`src/design/fsh_pkg.sv`:
```
// Shared constants and types for the status, write-protect and pause block
// What this block does
// [RULE1] Host keeps chip enable low to pause
// [RULE2] Pause begins on low input with clock low
// [RULE3] Pause ends on high input with clock low
// [RULE4] Paused: output floats, clock and data ignored
// [RULE5] Chip enable high while paused resets interface
// [RULE6] Paused while input low; resume needs enable low
// [RULE7] Protect pin low plus lock rejects status writes
// [RULE8] Protection bits and lock refuse writes
// [RULE9] Bit 0 busy, read-only, zero at reset
// [RULE10] Bit 1 mirrors write-enable latch, zero at reset
// [RULE11] Bits 2-4 protection level, reset to ones
// [RULE12] Bit 5 reserved, reads zero, writes ignored
// [RULE13] Bit 6 auto-increment mode flag, read-only
// [RULE14] Bit 7 lock, zero at reset, freezes level while protect pin low
// [RULE15] Status write changes only level and lock
// [RULE16] All status bits volatile, reset to defaults
// [RULE17] During busy only status reads are served
// [RULE18] Whole-array erase only when level is zero
// [RULE19] Level code selects protected upper fraction
// [RULE20] Status write completion clears write-enable latch
// [RULE21] After pause reset wait for new enable fall
package fsh_pkg;
  localparam int STAT_BUSY = 0;
  localparam int STAT_WEL = 1;
  localparam int STAT_LVL_LO = 2;
  localparam int STAT_LVL_HI = 4;
  localparam int STAT_RSVD = 5;
  localparam int STAT_AAI = 6;
  localparam int STAT_LOCK = 7;
  localparam logic [2:0] LVL_RESET = 3'h7;
  localparam logic LOCK_RESET = 1'h0;
  localparam logic [7:0] OP_STATUS_WRITE = 8'h01;
  localparam logic [7:0] OP_STATUS_READ = 8'h05;
  localparam int ADDR_W = 21;
  localparam int BLOCK_W = 5;
  localparam int BLOCK_LSB = 16;
  localparam logic [2:0] LVL_ALL = 3'h6;

  typedef struct packed {
    logic ce_b;
    logic sck;
    logic si;
    logic hold_b;
    logic wp_b;
  } fsh_pins_t;

  typedef struct packed {
    logic [ADDR_W-1:0] addr;
    logic chip;
  } fsh_chk_t;

  typedef enum logic [2:0] {
    ST_IDLE = 3'h0,
    ST_OPC = 3'h1,
    ST_WDATA = 3'h2,
    ST_WDONE = 3'h3,
    ST_RDSR = 3'h4,
    ST_SKIP = 3'h5
  } fsh_state_t;
endpackage

```
`src/design/fsh_status_hold.sv`:
```
// Serial status register, write-protect gating and pause handling
`timescale 1ns/100ps
module fsh_status_hold
  import fsh_pkg::*;
(
  input wire logic sys_clk,
  input wire logic rst_b,
  input wire fsh_pkg::fsh_pins_t pins,
  input wire logic eng_busy,
  input wire logic aai_active,
  input wire logic wel_set,
  input wire logic wel_clr,
  input wire fsh_pkg::fsh_chk_t chk,
  output logic so_q,
  output logic so_oe_q,
  output logic held_q,
  output logic [7:0] status_q,
  output logic [7:0] cmd_byte_q,
  output logic cmd_valid_q,
  output logic deny_q
);
  import fsh_pkg::*;

  // Level code to first protected block; codes 6 and 7 cover the whole array
  function automatic logic is_protected(input logic [2:0] lvl, input logic [BLOCK_W-1:0] blk);
    logic [BLOCK_W:0] first;
    first = 6'h20;
    if (lvl >= LVL_ALL) begin
      first = 6'h00;
    end else if (lvl != 3'h0) begin
      first = 6'h20 - (6'h01 << (lvl - 3'h1));
    end
    return {1'b0, blk} >= first;
  endfunction

  fsh_pins_t s1_q, s2_q;
  logic sck_prev_q, ce_prev_q;
  always_ff @(posedge sys_clk or negedge rst_b) begin
    if (!rst_b) begin
      s1_q <= '{ce_b: 1'b1, sck: 1'b0, si: 1'b0, hold_b: 1'b1, wp_b: 1'b1};
      s2_q <= '{ce_b: 1'b1, sck: 1'b0, si: 1'b0, hold_b: 1'b1, wp_b: 1'b1};
      sck_prev_q <= 1'b0;
      ce_prev_q <= 1'b1;
    end else begin
      s1_q <= pins;
      s2_q <= s1_q;
      sck_prev_q <= s2_q.sck;
      ce_prev_q <= s2_q.ce_b;
    end
  end

  logic sck_rise, sck_fall, ce_rise, ce_fall;
  assign sck_rise = s2_q.sck && !sck_prev_q;
  assign sck_fall = !s2_q.sck && sck_prev_q;
  assign ce_rise = s2_q.ce_b && !ce_prev_q;
  assign ce_fall = !s2_q.ce_b && ce_prev_q;

  fsh_state_t st_q, st_d;
  logic [7:0] sh_q, sh_d, out_q, out_d, cmd_byte_d;
  logic [2:0] bit_q, bit_d;
  logic held_d, so_d, so_oe_d, cmd_valid_d, deny_d, busy_q, busy_d, wel_q, wel_d, aai_q, aai_d;
  logic [2:0] lvl_q, lvl_d;
  logic lock_q, lock_d;
  logic [7:0] status_d;
  logic wr_go, wr_ok, active;

  // A status write is committed when chip enable rises after the data byte
  assign wr_go = ce_rise && st_q == ST_WDONE;
  assign wr_ok = s2_q.wp_b || !lock_q; // see [RULE7]
  assign active = !s2_q.ce_b && !held_q;

  always_comb begin
    st_d = st_q;
    sh_d = sh_q;
    bit_d = bit_q;
    out_d = out_q;
    held_d = held_q;
    so_d = so_q;
    so_oe_d = so_oe_q;
    cmd_byte_d = cmd_byte_q;
    cmd_valid_d = 1'b0;
    busy_d = eng_busy; // see [RULE9]
    aai_d = aai_active; // see [RULE13]
    wel_d = wel_q;
    lvl_d = lvl_q;
    lock_d = lock_q;
    // Pause is only recognised while selected; entry and exit both wait for clock low
    if (!s2_q.ce_b && !s2_q.sck) begin // see [RULE1]
      if (!held_q && !s2_q.hold_b) begin
        held_d = 1'b1; // see [RULE2]
      end else if (held_q && s2_q.hold_b) begin
        held_d = 1'b0; // see [RULE3] [RULE6]
      end
    end
    if (s2_q.ce_b) begin
      // Deselect ends any sequence; when paused this is the interface reset
      held_d = 1'b0; // see [RULE5]
      st_d = ST_IDLE; // see [RULE21]
      bit_d = 3'h0;
      so_oe_d = 1'b0;
    end else if (held_q || held_d) begin
      so_oe_d = 1'b0; // see [RULE4]
    end else begin
      if (ce_fall) begin
        st_d = ST_OPC;
        bit_d = 3'h0;
      end
      if (active && sck_rise && st_q != ST_IDLE) begin
        sh_d = {sh_q[6:0], s2_q.si};
        bit_d = bit_q + 3'h1;
        if (bit_q == 3'h7) begin
          case (st_q)
            ST_OPC: begin
              cmd_byte_d = {sh_q[6:0], s2_q.si};
              // While busy, no opcode raises cmd_valid_q; only a status read is still answered
              cmd_valid_d = !busy_q; // see [RULE17]
              if (cmd_byte_d == OP_STATUS_READ) begin
                st_d = ST_RDSR;
              end else if (cmd_byte_d == OP_STATUS_WRITE && !busy_q) begin
                st_d = ST_WDATA;
              end else begin
                st_d = ST_SKIP;
              end
            end
            ST_WDATA: st_d = ST_WDONE;
            // Status read keeps answering byte after byte until deselect
            ST_RDSR: st_d = ST_RDSR; // see [RULE17]
            default: st_d = ST_SKIP;
          endcase
        end
      end
      if (active && sck_fall && st_q == ST_RDSR) begin
        // Status is resampled at each byte boundary so polling sees busy drop
        if (bit_q == 3'h0) begin
          so_d = status_q[7];
          out_d = {status_q[6:0], 1'b0};
        end else begin
          so_d = out_q[7];
          out_d = {out_q[6:0], 1'b0};
        end
        so_oe_d = 1'b1; // see [RULE17]
      end
    end
    if (wr_go && wr_ok) begin
      lvl_d = sh_q[STAT_LVL_HI:STAT_LVL_LO]; // see [RULE15] [RULE14]
      lock_d = sh_q[STAT_LOCK]; // see [RULE8]
    end
    // Latch set wins over a clear landing in the same cycle
    if (wr_go || wel_clr) begin
      wel_d = 1'b0; // see [RULE20]
    end
    if (wel_set) begin
      wel_d = 1'b1; // see [RULE10]
    end
    status_d = 8'h00;
    status_d[STAT_BUSY] = busy_d;
    status_d[STAT_WEL] = wel_d;
    status_d[STAT_LVL_HI:STAT_LVL_LO] = lvl_d;
    status_d[STAT_RSVD] = 1'b0; // see [RULE12]
    status_d[STAT_AAI] = aai_d;
    status_d[STAT_LOCK] = lock_d;
    // Refuse program and erase on protected blocks; whole-array erase needs level zero
    if (chk.chip) begin
      deny_d = lvl_q != 3'h0; // see [RULE18]
    end else begin
      deny_d = is_protected(lvl_q, chk.addr[BLOCK_LSB +: BLOCK_W]); // see [RULE19] [RULE8]
    end
  end

  always_ff @(posedge sys_clk or negedge rst_b) begin
    if (!rst_b) begin
      st_q <= ST_IDLE;
      sh_q <= 8'h00;
      bit_q <= 3'h0;
      out_q <= 8'h00;
      held_q <= 1'b0;
      so_q <= 1'b0;
      so_oe_q <= 1'b0;
      cmd_byte_q <= 8'h00;
      cmd_valid_q <= 1'b0;
      busy_q <= 1'b0;
      wel_q <= 1'b0;
      aai_q <= 1'b0;
      lvl_q <= LVL_RESET; // see [RULE11] [RULE16]
      lock_q <= LOCK_RESET; // see [RULE14] [RULE16]
      status_q <= {LOCK_RESET, 2'h0, LVL_RESET, 2'h0};
      deny_q <= 1'b1;
    end else begin
      st_q <= st_d;
      sh_q <= sh_d;
      bit_q <= bit_d;
      out_q <= out_d;
      held_q <= held_d;
      so_q <= so_d;
      so_oe_q <= so_oe_d;
      cmd_byte_q <= cmd_byte_d;
      cmd_valid_q <= cmd_valid_d;
      busy_q <= busy_d;
      wel_q <= wel_d;
      aai_q <= aai_d;
      lvl_q <= lvl_d;
      lock_q <= lock_d;
      status_q <= status_d;
      deny_q <= deny_d;
    end
  end

  chk_hold_floats: assert property (@(posedge sys_clk) disable iff (!rst_b)
    held_q |=> !so_oe_q) else $error("output driven while paused"); // see [RULE4]
  chk_hold_entry: assert property (@(posedge sys_clk) disable iff (!rst_b)
    (!s2_q.ce_b && !s2_q.sck && !s2_q.hold_b && !held_q) |=> held_q)
    else $error("pause not entered with clock low"); // see [RULE2]
  chk_hold_defer: assert property (@(posedge sys_clk) disable iff (!rst_b)
    (!held_q && s2_q.sck) |=> !held_q) else $error("pause entered while clock high"); // see [RULE2]
  chk_hold_exit: assert property (@(posedge sys_clk) disable iff (!rst_b)
    (held_q && !s2_q.ce_b && s2_q.sck) |=> held_q) else $error("pause left while clock high"); // see [RULE3]
  chk_ce_reset: assert property (@(posedge sys_clk) disable iff (!rst_b)
    (held_q && s2_q.ce_b) |=> (!held_q && st_q == ST_IDLE))
    else $error("deselect did not reset paused interface"); // see [RULE5]
  chk_status_write_cmd_locked: assert property (@(posedge sys_clk) disable iff (!rst_b)
    (wr_go && !s2_q.wp_b && lock_q) |=> ($stable(lvl_q) && lock_q))
    else $error("locked status write accepted"); // see [RULE7]
  chk_status_write_cmd_taken: assert property (@(posedge sys_clk) disable iff (!rst_b)
    (wr_go && s2_q.wp_b) |=> ##1 (status_q[STAT_LVL_HI:STAT_LVL_LO] == $past(sh_q, 2)
      [STAT_LVL_HI:STAT_LVL_LO])) else $error("status write lost"); // see [RULE15]
  chk_wel_cleared: assert property (@(posedge sys_clk) disable iff (!rst_b)
    (wr_go && !wel_set) |=> !wel_q) else $error("latch kept after status write"); // see [RULE20]
  chk_rsvd_zero: assert property (@(posedge sys_clk) disable iff (!rst_b)
    !status_q[STAT_RSVD]) else $error("reserved bit set"); // see [RULE12]
  chk_busy_mirror: assert property (@(posedge sys_clk) disable iff (!rst_b)
    eng_busy |=> status_q[STAT_BUSY])
    else $error("busy bit lags engine"); // see [RULE9]
  chk_chip_deny: assert property (@(posedge sys_clk) disable iff (!rst_b)
    (chk.chip && lvl_q != 3'h0) |=> deny_q) else $error("whole erase allowed"); // see [RULE18]
  chk_busy_skip: assert property (@(posedge sys_clk) disable iff (!rst_b)
    (busy_q && st_q == ST_OPC) |=> st_q != ST_WDATA)
    else $error("status write taken while busy"); // see [RULE17]
endmodule

```
`config.mk`:
```
export PLATFORM = sky130hd
export DESIGN_NAME = fsh_status_hold
export DESIGN_NICKNAME = d
export VERILOG_FILES = /design/src/design/fsh_pkg.sv /design/src/design/fsh_status_hold.sv
export SDC_FILE = /design/constraint.sdc
export NUM_CORES = 1
export LEC_CHECK = 0
export BUFFER_PORTS_ARGS = -buffer_cell sky130_fd_sc_hd__buf_2
export CAP_MARGIN = 0
export CORE_MARGIN = 2
export CORE_UTILIZATION = 40
export CTS_CLUSTER_DIAMETER = 100
export DETAILED_ROUTE_END_ITERATION = 16
export GPL_TIMING_DRIVEN = 1
export PLACE_DENSITY = 0.59
export SLEW_MARGIN = 20
export SYNTH_ARGS = -nofsm -noshare
export SYNTH_HDL_FRONTEND = slang
export SYNTH_SLANG_ARGS = --single-unit
export TNS_END_PERCENT = 100
```
`constraint.sdc`:
```
create_clock -name sys_clk -period 4.2 [get_ports sys_clk]
set_clock_uncertainty 0.15 [all_clocks]
set_input_delay 0.42 -clock sys_clk [delete_from_list [all_inputs] [get_ports sys_clk]]
set_output_delay 0.42 -clock sys_clk [all_outputs]
set_load 0.01 [all_outputs]
```
# [Yosys cells after proc, flatten, opt, wreduce, memory -nomap -nowiden]
# Cells that the tools add are included.
[op_classes] addsub=3 magnitude_cmp=2 eq_ne=8 shifts=1 n_mux=34 bitwise_logic=2 n_reduce_logical=35
[op_table] operator="$mux W3" count=12
[op_table] operator="$mux W6" count=3
[op_table] operator="$mux W1" count=17
[op_table] operator="$logic_and A1 B1 Y1" count=15
[op_table] operator="$reduce_bool A3 Y1" count=4
[op_table] operator="$pmux W3 S3" count=1
[op_table] operator="$eq A8 B1 Y1 const B" count=1
[op_table] operator="$eq A8 B3 Y1 const B" count=1
[op_table] operator="$logic_not A1 Y1" count=8
[op_table] operator="$mux W8" count=1
[op_table] operator="$eq A3 B2 Y1 const B" count=2
[op_table] operator="$eq A3 B3 Y1 const B" count=2
[op_table] operator="$ge A5 B6 Y1" count=1
[op_table] operator="$reduce_and A3 Y1" count=2
[op_table] operator="$shl A1 B3 Y6 const A" count=1
[op_table] operator="$sub A6 B6 Y6 const A" count=1
[op_table] operator="$reduce_and A5 Y1" count=1
[op_table] operator="$add A3 B1 Y3 const B" count=1
[op_table] operator="$eq A3 B1 Y1 const B" count=1
[op_table] operator="$ge A3 B3 Y1 const B" count=1
[op_table] operator="$logic_not A3 Y1" count=1
[op_table] operator="$logic_or A1 B1 Y1" count=3
[op_table] operator="$sub A3 B1 Y3 const B" count=1
[op_table] operator="$ne A2 B2 Y1 const B" count=1
[op_table] operator="other kinds (2)" count=3
[totals] register_bits=60 word_cells=112

# [Depth between registers and ports, before layout]
[logic_depth] ltp_word=9 mapped_depth=12 ltp_nobuf=11

# [Worst setup path after synthesis]
# No wires, ideal clock.
[synth_path] path_type="register to register" start="register lvl_q[0]" end="register deny_q" arrival_ns=2.463 t_required_ns=3.971 path_slack_ns=1.508 path_stages_with_launch=12 path_buffers=1 synth_period_minus_slack_ns=2.692 cell_sequence="dfstp_2 -> clkbuf_1 -> nand3_1 -> ha_1 -> nand2b_1 -> and3_1 -> o21ai_0 -> ha_1 -> a21o_1 -> a31oi_1 -> o21ai_0 -> a22o_1"
[synth_via] elab_chain_len=8 word_cells_on_any_way=10
[synth_rtl] item="start, declared" line_no="fsh_status_hold.sv:62" text="logic [2:0] lvl_q, lvl_d;"
[synth_rtl] item="start signal, assigned" line_no="fsh_status_hold.sv:201" text="lvl_q <= lvl_d;"
[synth_rtl] item="$sub A3 B1 Y3" line_no="fsh_status_hold.sv:31" text="first = 6'h20 - (6'h01 << (lvl - 3'h1));"
[synth_rtl] item="$shl A1 B3 Y6" line_no="fsh_status_hold.sv:31"
[synth_rtl] item="$sub A6 B6 Y6" line_no="fsh_status_hold.sv:31"
[synth_rtl] item="$mux W6" line_no="fsh_status_hold.sv:30" text="end else if (lvl != 3'h0) begin"
[synth_rtl] item="$mux W6" line_no="fsh_status_hold.sv:28" text="if (lvl >= LVL_ALL) begin"
[synth_rtl] item="$mux W6" line_no="fsh_status_hold.sv:163" text="if (chk.chip) begin"
[synth_rtl] item="$ge A5 B6 Y1" line_no="fsh_status_hold.sv:33" text="return {1'b0, blk} >= first;"
[synth_rtl] item="$mux W1 (*)" line_no="fsh_status_hold.sv:163"
[synth_rtl] item="named net deny_d" line_no="fsh_status_hold.sv:61" text="logic held_d, so_d, so_oe_d, cmd_valid_d, deny_d, busy_q, busy_d, wel_q, wel_d, aai_q, aai_d;"
[synth_rtl] item="end signal, assigned" line_no="fsh_status_hold.sv:204" text="deny_q <= deny_d;"
[synth_rtl] item="end, declared" line_no="fsh_status_hold.sv:20" text="output logic deny_q"
# The timed path passes the listed nets; every way through them passes the cells marked *. The select of a mux whose other input is x is not followed.
# A chain may end at the register's enable or synchronous reset.

# [Final worst setup path]
[layout_path] start="register lvl_q[1]" end="register deny_q"
# Same word-level chain as after synthesis.

==> reports/results.md <==
| Parameter | This run |
| --- | --- |
| Status | finished clean |
| Max-cap violations | 0 |
| Number of placed instances, taps included | 317 |
| Element type at the critical path end | flop |
| Sw Ratio | 23.2% |
| Via count normalized by instance count | 5.13 |
| Number of antenna-violating nets in the routed design | 0 |
| Achievable Freq | 365 MHz |
| DRC | 0 |
| Net Sw Power | 0.223 mW |
| Routed length on met1 | 2.18 mm |
| Slew Limit Fails | 0 |
| Cell area power density | 338 mW/mm^2 |
| Area of all placed cells without fillers | 0.00284 mm^2 |
| Internal power | 0.737 mW |
| Number of synthesized flops with an enable pin | 0 |
| Global route overflow | 0 |
| Number of port buffers | 36 |
| Peak supply drop | 0.209 mV |
| Worst skew pair latency | 0.31 ns |
| Data required time of the critical path | 4.29 ns |
| Fraction of synthesized cell area taken by the top area cell type | 41.5% |
| Post-synth cell types | 46 |
| Total nets after synthesis | 263 |
| Area share of fa/ha/maj cells after synthesis | 5.44% |
| Total Negative Setup Slacks | 0 ns |
| Leading cell type by number of instances after synthesis | sky130_fd_sc_hd__dfrtp_1 |
| Synth Area in Compound Gates | 10.6% |
| Number of CTS-inserted buffers | 5 |
| Portion of the post-synthesis area used by sequential elements | 53.0% |
| Buffers inserted during post-CTS setup optimization | 0 |
| Routed Wire Length | 4.37 mm |
| Main combinational cell family by area after synthesis | simple AND/OR/NAND/NOR gates |
| Start-to-end type of the worst setup path | reg2reg |
| Vertical extent of the die | 83.5 um |
| Antenna cell count | 0 |
| Number of optimization iterations in the first detailed-route pass | 4 |
| Clock transition at the registers of the reported paths | 0.11 ns |
| Number of H-tree levels | 2 |
| Final instance count without filler cells | 325 |
| Layout overhead on the synthesized area | 12.4% |
| Signal arrival time at the worst endpoint | 2.83 ns |
| Actual slew at the worst max-slew pin | 0.756 ns |
| Proportion of register bits with asynchronous set or reset after synthesis | 100% |
| Synth top area cells | sky130_fd_sc_hd__dfrtp_1, sky130_fd_sc_hd__dfstp_2, sky130_fd_sc_hd__ha_1 |
| Simple-gate area share of the yosys netlist | 13.4% |
| Initial Utilization | 42.0% |
| Hold Vio Cnt, Final | 0 |
| Root cell of the clock tree | sky130_fd_sc_hd__clkbuf_8 |
| Leakage component of the power | 1.41 nW |
| Final estimated routing congestion in global placement | 0.779 |
| Max-slew headroom at the worst pin | 49.5% |
| DR WL met3 | 153 um |
| Horiz. Die Dim | 83.5 um |
| Mapped cell area | 0.00253 mm^2 |
| Total I/O pin count | 54 |
| Initial drt markers | 61 |
| Met2 wire length | 2.02 mm |
| List of most frequent post-synthesis cells | sky130_fd_sc_hd__dfrtp_1, sky130_fd_sc_hd__a21oi_1, sky130_fd_sc_hd__nor2_1 |
| Number of standard cells after synthesis | 219 |
| Flop pwr share | 56.9% |
| Total cell area at the placement stage | 0.00273 mm^2 |
| Comb power frac | 5.9% |
| WL per Instance | 13.5 um |
| Global-route wire length before repair | 7.53 mm |
| Via total after detailed routing | 1666 |
| Number of storage elements in the synthesis netlist | 53 |
| Net count reported at finish | 293 |
| Mux share of post-synthesis cell area | 12.0% |
| Number of resized instances in the post-cts repair step | 0 |
| Vias in the first global route | 1587 |
| Clock tree from TritonCTS | built |
| Largest fanout on the critical path | 16 |
| Area of the core region | 0.00603 mm^2 |
| Antenna violations before repair | 0 |
| TritonCTS sink count | 53 |
| Longest Clk Path Bufs | 2 |
| Biggest area consumer among synthesized cells | sky130_fd_sc_hd__dfrtp_1 |
| Die outline area | 0.00698 mm^2 |
| Std-Cell Rows | 28 |
| Area share of xor/xnor cells in the synthesized design | 0% |
| Clock power share | 37.2% |
| RSZ-0062 raised after global routing | false |
| Count of warnings emitted by yosys | 0 |
| DR top layer | met4 |
| Post-layout minimum cycle time | 2.74 ns |
| Kind of launch point of the worst setup path | flop |
| Final worst path period share | 65.2% |
| Overall Global Routing Usage | 13.3% |
| Commonest register cell after synthesis | sky130_fd_sc_hd__dfrtp_1 |
| DP Wirelength | 3.02 mm |
| Count of hold-fix buffers inserted at cts | 0 |
| Maximum number of pins on one net before global-route repair | 54 |
| Synthesized area divided by synthesized cell count | 11.6 um^2 |
| Class of the worst hold path | in2reg |
| Fraction of layout instances using a drive strength above 1 | 33.2% |
| Number of setup violations in the final report | 0 |
## power by group through the flow
stage	clock network, mW	registers (mW)	logic (mW)
floorplan	0	0.550	0.0354
global placement	0	0.556	0.0560
detailed placement	0	0.556	0.0574
CTS	0.374	0.546	0.0578
global route	0.391	0.549	0.0654
finish	0.357	0.546	0.0565
## per-stage QoR
stage	hold WS [ns]	total power [mW]	worst slack, ns	util, %
finish	0.0512	0.960	1.46	47.2
global route	0.0324	1.01	1.29	47.2
CTS	0.0360	0.979	1.46	47.2
detailed placement	0.186	0.614	1.49	45.2
global placement	0.183	0.612	1.51	45.2
floorplan	-0.0256	0.586	1.51	-
## placed cells by master (no fill, tap or decap), types with 3 or more instances in the layout
master                     Yosys  final
sky130_fd_sc_hd__a21oi_1      16     16
sky130_fd_sc_hd__a31oi_1       3      3
sky130_fd_sc_hd__buf_2         2     36
sky130_fd_sc_hd__clkbuf_8      0      5
sky130_fd_sc_hd__dfrtp_1      42     42
sky130_fd_sc_hd__dfstp_2      11     11
sky130_fd_sc_hd__ha_1         11     11
sky130_fd_sc_hd__inv_1        14     14
sky130_fd_sc_hd__mux2_2       11     11
sky130_fd_sc_hd__mux2_4        8      8
sky130_fd_sc_hd__mux2i_1       6      6
sky130_fd_sc_hd__nand2_1       5      5
sky130_fd_sc_hd__nand2b_1      7      7
sky130_fd_sc_hd__nand3_1       5      5
sky130_fd_sc_hd__nor2_1       15     15
sky130_fd_sc_hd__nor2b_1       3      3
sky130_fd_sc_hd__nor3_1        4      4
sky130_fd_sc_hd__o21ai_0      11     11
sky130_fd_sc_hd__or3_1         3      3
## per-layer routing
| layer | up-vias | GRT usage (%) |
|---|---|---|
| li1 | 823 | - |
| met1 | 811 | 17.9 |
| met2 | 30 | 21.0 |
| met3 | 2 | 3.17 |
| met4 | 0 | 4.84 |
| met5 | - | 0 |
## worst max-delay path, stage by stage (launching register included)
cell	delay [ns]
sky130_fd_sc_hd__dfstp_2	0.69
sky130_fd_sc_hd__inv_1	0.11
sky130_fd_sc_hd__nand3_1	0.13
sky130_fd_sc_hd__ha_1	0.23
sky130_fd_sc_hd__nand2b_1	0.14
sky130_fd_sc_hd__and3_1	0.15
sky130_fd_sc_hd__o21ai_0	0.09
sky130_fd_sc_hd__ha_1	0.30
sky130_fd_sc_hd__a21o_1	0.18
sky130_fd_sc_hd__a31oi_1	0.15
sky130_fd_sc_hd__o21ai_0	0.13
sky130_fd_sc_hd__a22o_1	0.20
## final timing paths
kind,start,end,slack [ns],depth (start not counted)
min in group asynchronous,rst_b,status_q[6],0.07,2
max,lvl_q[1],deny_q,1.46,11
min reg2reg,s1_q[3],s2_q[3],0.20,0
min,pins[0],s1_q[0],0.05,1
max reg2reg,lvl_q[1],deny_q,1.46,11
max in group asynchronous,rst_b,s1_q[2],3.38,2
## registers in the layout, summed over array words and instances (netlist names)
register     flops
cmd_byte_q       8
sh_q             8
out_q            7
s1_q             5
s2_q             5
status_q         5
bit_q            3
st_q             3
lvl_q            2
ce_prev_q        1
cmd_valid_q      1
deny_q           1
held_q           1
sck_prev_q       1
so_oe_q          1
so_q             1
## layout make-up
cell class                 count  area (um^2)
clock buffer                   5         68.8
clock inverter                 3         47.5
fill                         584         3180
inverter                      14         52.6
multi-input combinational    138         1050
sequential                    53         1340
tap                           75         93.8
timing repair buffer          37          188
## cells by family after synthesis
logic type | count (synthesis)
adders and majority gates | 11
DFF | 53
AOI/OAI and AO/OA | 43
other | 1
and+or+nand+nor | 58
muxes | 25
buffers and inverters | 28
No activity file was read; power rests on OpenSTA's default activity.
